==> src/bwa_pkg.sv <==
// ==========================================================
// Width adapter constants and carrier types
package bwa_pkg;

    // Default port widths
    localparam int BWA_MW_DEF = 32;
    localparam int BWA_SW_DEF = 8;
    localparam int BWA_AW     = 32;

    // Alignment setting encodings
    localparam logic BWA_ALIGN_NATIVE  = 1'h0;
    localparam logic BWA_ALIGN_DYNAMIC = 1'h1;

    // Reset value of the captured read word
    localparam logic [BWA_MW_DEF-1:0] BWA_RDATA_RST = 32'h0000_0000;

    // Master command carrier
    typedef struct packed {
        logic              write;
        logic [BWA_AW-1:0] addr;
    } bwa_cmd_t;

    // Adapter sequencing states
    typedef enum logic [1:0] {
        BWA_IDLE,
        BWA_BUSY,
        BWA_DONE
    } bwa_state_t;

endpackage

==> src/bwa_adapter.sv <==
`timescale 1ns/1ps
// ==========================================================
// Functional notes
// - Native slave: exactly one slave transfer per master transfer.
// - Native narrow read: slave data in low bits, upper bits zero.
// - Native: slave location n sits at master word n of address space.
// - Native narrow write: only low slave-width bits pass, rest dropped.
// - Dynamic slave: wide read runs enough narrow reads to fill word.
// - Dynamic read: every lane filled from successive slave locations.
// - Narrow master on wide slave: fetch whole word, hand selected part.
// - Part select multiplexer lives in this fabric block.
// - Each slave port has one fixed alignment setting; master has none.
// - Master always gets data of its own port width.
// - Slave not narrower than master: setting ignored, one transfer with lane select.
module bwa_adapter
    import bwa_pkg::*;
#(
    parameter int   MW    = BWA_MW_DEF,
    parameter int   SW    = BWA_SW_DEF,
    parameter logic ALIGN = BWA_ALIGN_DYNAMIC
) (
    // Clock and reset
    input  wire logic            clk,
    input  wire logic            nrst,
    // Master side
    input  wire logic            mValid,
    input  wire bwa_cmd_t        mCmd,
    input  wire logic [MW-1:0]   mWdata,
    output logic                 mReady,
    output logic                 mDone,
    output logic [MW-1:0]        mRdata,
    // Slave side
    output logic                 sValid,
    output logic                 sWrite,
    output logic [BWA_AW-1:0]    sAddr,
    output logic [SW-1:0]        sWdata,
    output logic [((SW >= 8) ? SW / 8 : 1)-1:0] sByteEn,
    input  wire logic            sAck,
    input  wire logic [SW-1:0]   sRdata
);

    // ======================================================
    // Derived geometry
    localparam int  SBE    = (SW >= 8) ? SW / 8 : 1;
    localparam int  MBYTES = (MW >= 8) ? MW / 8 : 1;
    localparam bit  NARROW = (SW < MW);
    localparam bit  DYN    = NARROW && (ALIGN == BWA_ALIGN_DYNAMIC);
    localparam int  NB     = DYN ? MW / SW : 1;
    localparam int  BW     = $clog2(NB) + 1;
    localparam int  MSH    = $clog2(MBYTES);
    localparam int  SSH    = $clog2(SBE);
    localparam int  LANES  = NARROW ? 1 : SW / MW;
    localparam int  LW     = (LANES > 1) ? $clog2(LANES) : 1;
    localparam logic [BW-1:0] LASTBEAT = BW'(NB - 1);

    // Slave location for a master address and beat
    function automatic logic [BWA_AW-1:0] slaveIndex(
        input logic [BWA_AW-1:0] addr,
        input logic [BW-1:0]     beat
    );
        if (!NARROW) begin
            slaveIndex = addr >> SSH;
        end else if (DYN) begin
            slaveIndex = (addr >> SSH) + BWA_AW'(beat);
        end else begin
            slaveIndex = addr >> MSH;
        end
    endfunction

    // Lane of a wide slave word picked by the master address
    function automatic logic [LW-1:0] laneOf(input logic [BWA_AW-1:0] addr);
        laneOf = LW'(addr >> MSH);
    endfunction

    // ======================================================
    // Reset release through two flip-flops
    logic rstMeta_r;
    logic rstSyncN_r;

    always_ff @(posedge clk or negedge nrst) begin
        if (!nrst) begin
            rstMeta_r  <= 1'b0;
            rstSyncN_r <= 1'b0;
        end else begin
            rstMeta_r  <= 1'b1;
            rstSyncN_r <= rstMeta_r;
        end
    end

    // ======================================================
    // Sequencer state
    bwa_state_t         state_r,  state_nxt;
    bwa_cmd_t           cmd_r,    cmd_nxt;
    logic [MW-1:0]      wdata_r,  wdata_nxt;
    logic [MW-1:0]      rdata_r,  rdata_nxt;
    logic [BW-1:0]      beat_r,   beat_nxt;
    logic [MW-1:0]      laneData;

    // Half-word or lane multiplexer inside the fabric
    bwa_lane_sel #(
        .SW (SW),
        .MW (MW),
        .LW (LW)
    ) uLaneSel (
        .word     (sRdata),
        .lane     (laneOf(cmd_r.addr)),
        .laneData (laneData)
    );

    // Next state, beat count and gathered read word
    always_comb begin
        state_nxt = state_r;
        cmd_nxt   = cmd_r;
        wdata_nxt = wdata_r;
        rdata_nxt = rdata_r;
        beat_nxt  = beat_r;
        case (state_r)
            BWA_IDLE: begin
                if (mValid) begin
                    cmd_nxt   = mCmd;
                    wdata_nxt = mWdata;
                    beat_nxt  = '0;
                    rdata_nxt = '0;
                    state_nxt = BWA_BUSY;
                end
            end
            BWA_BUSY: begin
                if (sAck) begin
                    if (!cmd_r.write) begin
                        if (!NARROW) begin
                            rdata_nxt = laneData;
                        end else begin
                            // Each beat lands above the previous ones
                            rdata_nxt = rdata_r
                                | (MW'(sRdata) << (32'(beat_r) * SW));
                        end
                    end
                    if (beat_r == LASTBEAT) begin
                        state_nxt = BWA_DONE;
                    end else begin
                        beat_nxt = beat_r + BW'(1);
                    end
                end
            end
            BWA_DONE: begin
                state_nxt = BWA_IDLE;
            end
            default: begin
                state_nxt = BWA_IDLE;
            end
        endcase
    end

    // Sequencer registers
    always_ff @(posedge clk or negedge rstSyncN_r) begin
        if (!rstSyncN_r) begin
            state_r <= BWA_IDLE;
            cmd_r   <= '0;
            wdata_r <= '0;
            rdata_r <= MW'(BWA_RDATA_RST);
            beat_r  <= '0;
        end else begin
            state_r <= state_nxt;
            cmd_r   <= cmd_nxt;
            wdata_r <= wdata_nxt;
            rdata_r <= rdata_nxt;
            beat_r  <= beat_nxt;
        end
    end

    // ======================================================
    // Slave-side drive and master handshake
    always_comb begin
        mReady = (state_r == BWA_IDLE);
        mDone  = (state_r == BWA_DONE);
        mRdata = rdata_r;
        sValid = (state_r == BWA_BUSY);
        sWrite = (state_r == BWA_BUSY) && cmd_r.write;
        sAddr  = slaveIndex(cmd_r.addr, beat_r);
        sWdata = '0;
        sByteEn = '1;
        if (!NARROW) begin
            // Master data copied to every lane, enables pick one
            for (int i = 0; i < SW; i++) begin
                sWdata[i] = wdata_r[i % MW];
            end
            for (int j = 0; j < SBE; j++) begin
                sByteEn[j] = ((j / MBYTES) == 32'(laneOf(cmd_r.addr)));
            end
        end else begin
            sWdata = SW'(wdata_r >> (32'(beat_r) * SW));
        end
    end

    // ======================================================
    // Checks
    logic [BW:0] ackCnt_r;

    // Slave acknowledges counted over one master transfer
    always_ff @(posedge clk or negedge rstSyncN_r) begin
        if (!rstSyncN_r) begin
            ackCnt_r <= '0;
        end else if (state_r == BWA_IDLE) begin
            ackCnt_r <= '0;
        end else if (sValid && sAck) begin
            ackCnt_r <= ackCnt_r + (BW + 1)'(1);
        end
    end

    property p_beats;
        @(posedge clk) disable iff (!rstSyncN_r)
        mDone |-> ackCnt_r == (BW + 1)'(NB);
    endproperty
    a_beats: assert property (p_beats) else $error("wrong slave transfer count");

    property p_nativeAddr;
        @(posedge clk) disable iff (!rstSyncN_r)
        (sValid && NARROW && !DYN) |-> sAddr == (cmd_r.addr >> MSH);
    endproperty
    a_nativeAddr: assert property (p_nativeAddr) else $error("native index wrong");

    property p_nativeWrite;
        @(posedge clk) disable iff (!rstSyncN_r)
        (sWrite && NARROW) |-> sWdata == SW'(wdata_r >> (32'(beat_r) * SW));
    endproperty
    a_nativeWrite: assert property (p_nativeWrite) else $error("write slice wrong");

    property p_dynStep;
        @(posedge clk) disable iff (!rstSyncN_r)
        (sValid && sAck && DYN && beat_r != LASTBEAT)
            |=> sValid && sAddr == $past(sAddr) + BWA_AW'(1);
    endproperty
    a_dynStep: assert property (p_dynStep) else $error("dynamic address not stepping");

    property p_nativeRead;
        @(posedge clk) disable iff (!rstSyncN_r)
        (sValid && sAck && !cmd_r.write && NARROW && !DYN)
            |=> mDone && mRdata == MW'(($past(sRdata)));
    endproperty
    a_nativeRead: assert property (p_nativeRead) else $error("native read not in low bits");

    property p_wideRead;
        @(posedge clk) disable iff (!rstSyncN_r)
        (sValid && sAck && !cmd_r.write && !NARROW)
            |=> mDone && mRdata == $past(laneData);
    endproperty
    a_wideRead: assert property (p_wideRead) else $error("lane not delivered");

    property p_oneEnableLane;
        @(posedge clk) disable iff (!rstSyncN_r)
        (sWrite && !NARROW) |-> $countones(sByteEn) == MBYTES;
    endproperty
    a_oneEnableLane: assert property (p_oneEnableLane) else $error("lane enables wrong");

    property p_doneOnce;
        @(posedge clk) disable iff (!rstSyncN_r)
        mDone |=> mReady && !mDone;
    endproperty
    a_doneOnce: assert property (p_doneOnce) else $error("done not single");

    property p_takeStart;
        @(posedge clk) disable iff (!rstSyncN_r)
        (mValid && mReady) |=> sValid && sAddr == slaveIndex($past(mCmd.addr), BW'(0));
    endproperty
    a_takeStart: assert property (p_takeStart) else $error("request not started");

    c_dynRead:  cover property (@(posedge clk) disable iff (!rstSyncN_r)
        mDone && !cmd_r.write && DYN);
    c_write:    cover property (@(posedge clk) disable iff (!rstSyncN_r)
        mDone && cmd_r.write);
    c_backBack: cover property (@(posedge clk) disable iff (!rstSyncN_r)
        mDone ##1 (mValid && mReady));

endmodule

==> src/bwa_lane_sel.sv <==
`timescale 1ns/1ps
// ==========================================================
// Selects one master-width lane out of a wide slave word
module bwa_lane_sel
    import bwa_pkg::*;
#(
    parameter int SW = 32,
    parameter int MW = 16,
    parameter int LW = 1
) (
    // Wide slave word and lane index
    input  wire logic [SW-1:0] word,
    input  wire logic [LW-1:0] lane,
    // Selected lane
    output logic      [MW-1:0] laneData
);

    // Shift the chosen lane down and keep master width
    always_comb begin
        laneData = MW'(word >> (32'(lane) * MW));
    end

endmodule

==> config.mk <==
export PLATFORM = sky130hd
export DESIGN_NAME = bwa_adapter
export DESIGN_NICKNAME = d
export VERILOG_FILES = /design/src/bwa_pkg.sv /design/src/bwa_adapter.sv /design/src/bwa_lane_sel.sv
export SDC_FILE = /design/constraint.sdc
export NUM_CORES = 1
export LEC_CHECK = 0
export BUFFER_PORTS_ARGS = -buffer_cell sky130_fd_sc_hd__buf_2
export CORE_MARGIN = 5
export CORE_UTILIZATION = 51
export CTS_CLUSTER_DIAMETER = 60
export DETAILED_ROUTE_END_ITERATION = 10
export PLACE_DENSITY_LB_ADDON = 0.25
export SLEW_MARGIN = 10
export SYNTH_ARGS = -nofsm -noshare
export SYNTH_HDL_FRONTEND = slang
export SYNTH_SLANG_ARGS = --single-unit
export TNS_END_PERCENT = 10
==> constraint.sdc <==
create_clock -name clk -period 4.2 [get_ports clk]
set_input_delay 1.05 -clock clk [delete_from_list [all_inputs] [get_ports clk]]
set_output_delay 1.05 -clock clk [all_outputs]
set_load 0.1 [all_outputs]
======== Yosys cells after proc, flatten, opt, wreduce, memory -nomap -nowiden ========
Index checks and enable logic that the tools add are counted.
cells by class
  $add $sub $neg .......................... 2
  equality and inequality tests ........... 8
  shift-type cells ........................ 2
  mux-type cells .......................... 12
  bitwise gates (word level) .............. 1
  reductions and logical operators ........ 7
operator list
  cell                                                                     number
  32-bit 2-to-1 mux                                                        3
  32-bit case mux with 2 select lines                                      1
  32-bit by 3-bit adder with 32-bit output                                 1
  32-bit OR                                                                1
  8-bit by 6-bit << shifter with 32-bit output                             1
  32-bit by 6-bit >> shifter with 8-bit output                             1
  3-bit 2-to-1 mux                                                         3
  4-bit AND reduction                                                      2
  2-bit 2-to-1 mux                                                         3
  2-bit inequality test, second input constant                             3
  3-bit case mux with 2 select lines                                       1
  2-bit by 1-bit inequality test with 1-bit output, second input constant  2
  2-bit case mux with 2 select lines                                       1
  3-bit by 1-bit adder with 3-bit output, second input constant            1
  3-bit by 2-bit == test with 1-bit output, second input constant          1
  3-bit AND reduction                                                      1
  2-bit by 1-bit == test with 1-bit output, second input constant          1
  2-bit == test, second input constant                                     1
  2-bit zero test                                                          1
  2-bit AND reduction                                                      1
  2-bit nonzero test                                                       1
  1-bit logical AND                                                        1
word-level totals
  register bits ........................... 104
  logic and storage cells ................. 40

======== Logic depth before layout (Yosys ltp) ========
  word-level depth ........................ 5
  gate-level depth with buffers ........... 7
  gate-level depth less buffers ........... 6

======== Worst setup path after synthesis ========
OpenSTA, ideal clock, no wires.
  path type ............................... register to output
  from .................................... register beat_r[0]
  to ...................................... output sAddr[14]
  arrival time ............................ 3.071 ns
  data required time ...................... 3.150 ns
  path slack .............................. 0.079 ns
  cell stages (with the launch flop) ...... 7
  cell sequence ........................... dfrtp_1 ha_1 fa_1 a21oi_1 nor4_1 nand4_1 xnor2_1
between the ends
  longest elaborated chain between the ends .. 1
ends and longest elaborated chain
  what                                      RTL line            RTL
  start: declaration                        bwa_adapter.sv:96   logic [BW-1:0] beat_r, beat_nxt;
  start signal: assignment                  bwa_adapter.sv:167  beat_r <= beat_nxt;
  32-bit by 3-bit adder with 32-bit output  bwa_adapter.sv:64   slaveIndex = (addr >> SSH) + BWA_AW'(beat);
  end: declaration                          bwa_adapter.sv:35   output logic [BWA_AW-1:0] sAddr,
No other way between the ends.

======== Worst setup path in the final report ========
  from .................................... register beat_r[1]
  to ...................................... output sAddr[12]
Same word-level chain as after synthesis.

==> metrics.md <==
| Metric | Value |
|---|---|
| RSZ-0062 raised after global routing | `false` |
| Grt total ovfl | `0` |
| Most frequent cell after synthesis | `dfrtp_1` |
| Initial antenna violation count | `0` |
| Reg clk slew, reported paths | `0.09 ns` |
| Drt first pass iters | `4` |
| Post-cts resize count | `0` |
| Biggest area consumer among synthesized cells | `dfrtp_1` |
| Dpl hpwl | `8130 um` |
| Seq. cell area | `2610 um2` |
| CTS buffer count | `9` |
| Timing-limited maximum frequency | `260 MHz` |
| CP required | `3.15 ns` |
| Worst Hold Class | `register to register` |
| Layout cells sized above 1 | `46.4%` |
| Number of buffers and inverters on the critical path | `1` |
| Clk sinks | `104` |
| Yosys top cell area share | `52.7%` |
| Average size of a mapped cell | `12.5 um2` |
| Largest net degree at the start of global routing | `79` |
| Slew Limit Headroom | `34.3%` |
| Synth Warn # | `0` |
| EDFF count, synth | `0` |
| Cell count after synthesis | `396` |
| # IOs | `154` |
| H-tree depth | `3` |
| Postcts setup bufs | `0` |
| Die Y | `108 um` |
| Crit-path cells | `fa_1, a21oi_1, nor4_1, nand2_1, xnor2_1, buf_2` |
| CTS Root Cell | `clkbuf_8` |
| Antenna viol nets, final | `0` |
| DRT Wirelength | `11100 um` |
| Post-synthesis register bit count | `104` |
| Critical Path Max Stage Delay | `0.77 ns` |
| Clock Latency Late Sink | `0.36 ns` |
| Hold Buf Count CTS | `0` |
| Fill cell count | `789` |
| Outcome | `complete, no violations` |
| Vias per std cell | `5.24` |
| Fin. max-slew vios | `0` |
| Die Area | `11800 um2` |
| Clk buf depth | `2` |
| Clock skew | `0.0114 ns` |
| First-pass GRT wire length | `17900 um` |
| Post-synthesis cell area | `4940 um2` |
| Share of flip-flops with an asynchronous set or reset | `100%` |
| WP data arrival | `2.79 ns` |
| Fin crit share | `91.4%` |
| Top post-synthesis cells by count | `dfrtp_1, mux2_2, a21oi_1, nor2_1, xnor2_1` |
| Worst Tran Pin Value | `0.985 ns` |
| Starting Density | `51.5%` |
| Routed WL per cell | `16.2 um` |
| Final RePlAce weighted congestion | `0.813` |
| CTS tree | `yes` |
| Nets@finish | `628` |
| CP startpoint kind | `register` |
| Core Region | `9590 um2` |
| Vias in the first global route | `3647` |
| Vias | `3578` |
| CP Max Fanout | `15` |
| Worst path top cell family by delay | `flip-flops` |
| Crit path max-delay cell type | `dfrtp_1` |
| Critical path capture point type | `output port` |
| Residual DRC | `0` |
| 1st-iter DRT viols | `138` |
| TNS Setup | `0 ns` |
| Port Buffers | `152` |
| Die width | `108 um` |
| Final hold vios | `0` |
| Top cells by area, synth | `dfrtp_1, mux2_2, xnor2_1, mux4_2, a21oi_1` |
| Main synth FF type | `dfrtp_1` |
| Number of max-cap violations | `0` |
| Ant diodes | `0` |
| Footprint of the multi-input gates | `2190 um2` |
| Seq/Total Area, Yosys | `52.7%` |
| Critical path class | `register to output port` |
| Layout overhead on the synthesized area | `23.1%` |
| Setup violators final | `0` |
| Row count | `36` |
| Period minus WS final | `3.84 ns` |
| Yosys cell types | `38` |
| GRT Total Usage | `19.5%` |
==> layout make-up <==
type / count / area share [%]
clock inverters: 4 / 0.494
flip-flops and latches: 104 / 42.9
repair buffers: 156 / 15.2
inverters: 6 / 0.370
clock buffers: 12 / 2.39
well taps: 133 / 2.74
multi-input cells: 268 / 35.9
==> through the flow <==
stage,setup WS [ns],cell area [um2],hold slack [ns],instances,utilization (%)
final,0.361,6080,0.363,683,63.4
after global routing,0.135,6080,0.388,683,63.4
after global placement,0.808,5910,0.339,667,61.6
after detailed placement,0.748,5910,0.341,667,61.6
after CTS,0.324,6080,0.365,683,63.4
after floorplan,0.0788,4940,0.331,397,-
==> layout by cell type (no fill, tap or decap), drive strengths merged, types with 3 or more instances in the layout <==
| cell | synthesis | final |
|---|---|---|
| buf | 18 | 156 |
| dfrtp | 104 | 104 |
| mux2 | 63 | 63 |
| nor2 | 36 | 36 |
| a21oi | 35 | 35 |
| xnor2 | 24 | 24 |
| nand2 | 17 | 17 |
| nand4 | 13 | 13 |
| clkbuf | 1 | 12 |
| and2 | 11 | 11 |
| nand3 | 8 | 8 |
| mux4 | 8 | 8 |
| inv | 6 | 6 |
| xor2 | 6 | 6 |
| o21ai | 5 | 5 |
| ha | 5 | 5 |
| and4 | 4 | 4 |
| a2111oi | 4 | 4 |
| and3 | 4 | 4 |
| nor4 | 4 | 4 |
| nand2b | 4 | 4 |
| a22o | 3 | 3 |
| clkinv | 0 | 3 |
==> kinds of logic (layout without fill, tap and decap cells) <==
kind of cell    count (synthesis)  after routing  synth area share, %
xor+xnor                       30             30                 5.32
mux                            71             71                 18.0
flops                         104            104                 52.7
buf+inv                        25            178                 3.19
compound gates                 49             49                 7.09
fa+ha+maj                       6              6                 1.67
other cells                     1              2               0.0759
simple gates                  110            110                 12.0
==> metal layers <==
metal	share of wire, %	global-route usage [%]
met5	0	0
met4	1.2	7.03
met3	6.0	4.18
met2	50	33.1
met1	43	24.7
==> flip-flops by register name, summed over array words and instances, names as in the netlist <==
| name | cells |
|---|---|
| state_r | 2 |
| wdata_r | 32 |
| rstSyncN_r | 1 |
| cmd_r | 33 |
| rstMeta_r | 1 |
| mRdata | 32 |
| beat_r | 3 |
==> worst paths after layout <==
path	start	end	slack, ns	cells past startpoint
worst max register to register	state_r[1]$_DFFE_PN0P_	cmd_r[31]$_DFFE_PN0P_	2.05	3
worst min-delay path	rstMeta_r$_DFF_PN0_	rstSyncN_r$_DFF_PN0_	0.36	0
min in group asynchronous	rstSyncN_r$_DFF_PN0_	mRdata[12]$_DFFE_PN0P_	0.44	0
worst max-delay path	beat_r[1]$_DFFE_PN0P_	sAddr[12]	0.36	6
max in group asynchronous	rstSyncN_r$_DFF_PN0_	cmd_r[7]$_DFFE_PN0P_	2.76	1
worst min register to register	rstMeta_r$_DFF_PN0_	rstSyncN_r$_DFF_PN0_	0.36	0
==> worst reg2reg max path, cell delays in order, from the launching register on <==
cell and delay, ns:
dfrtp_1 0.54, nor2_1 0.21, and2_4 0.80, mux2_2 0.48
Power is not shown: default switching activity piles up to over one toggle a cycle in this logic, so the estimate is an artifact.
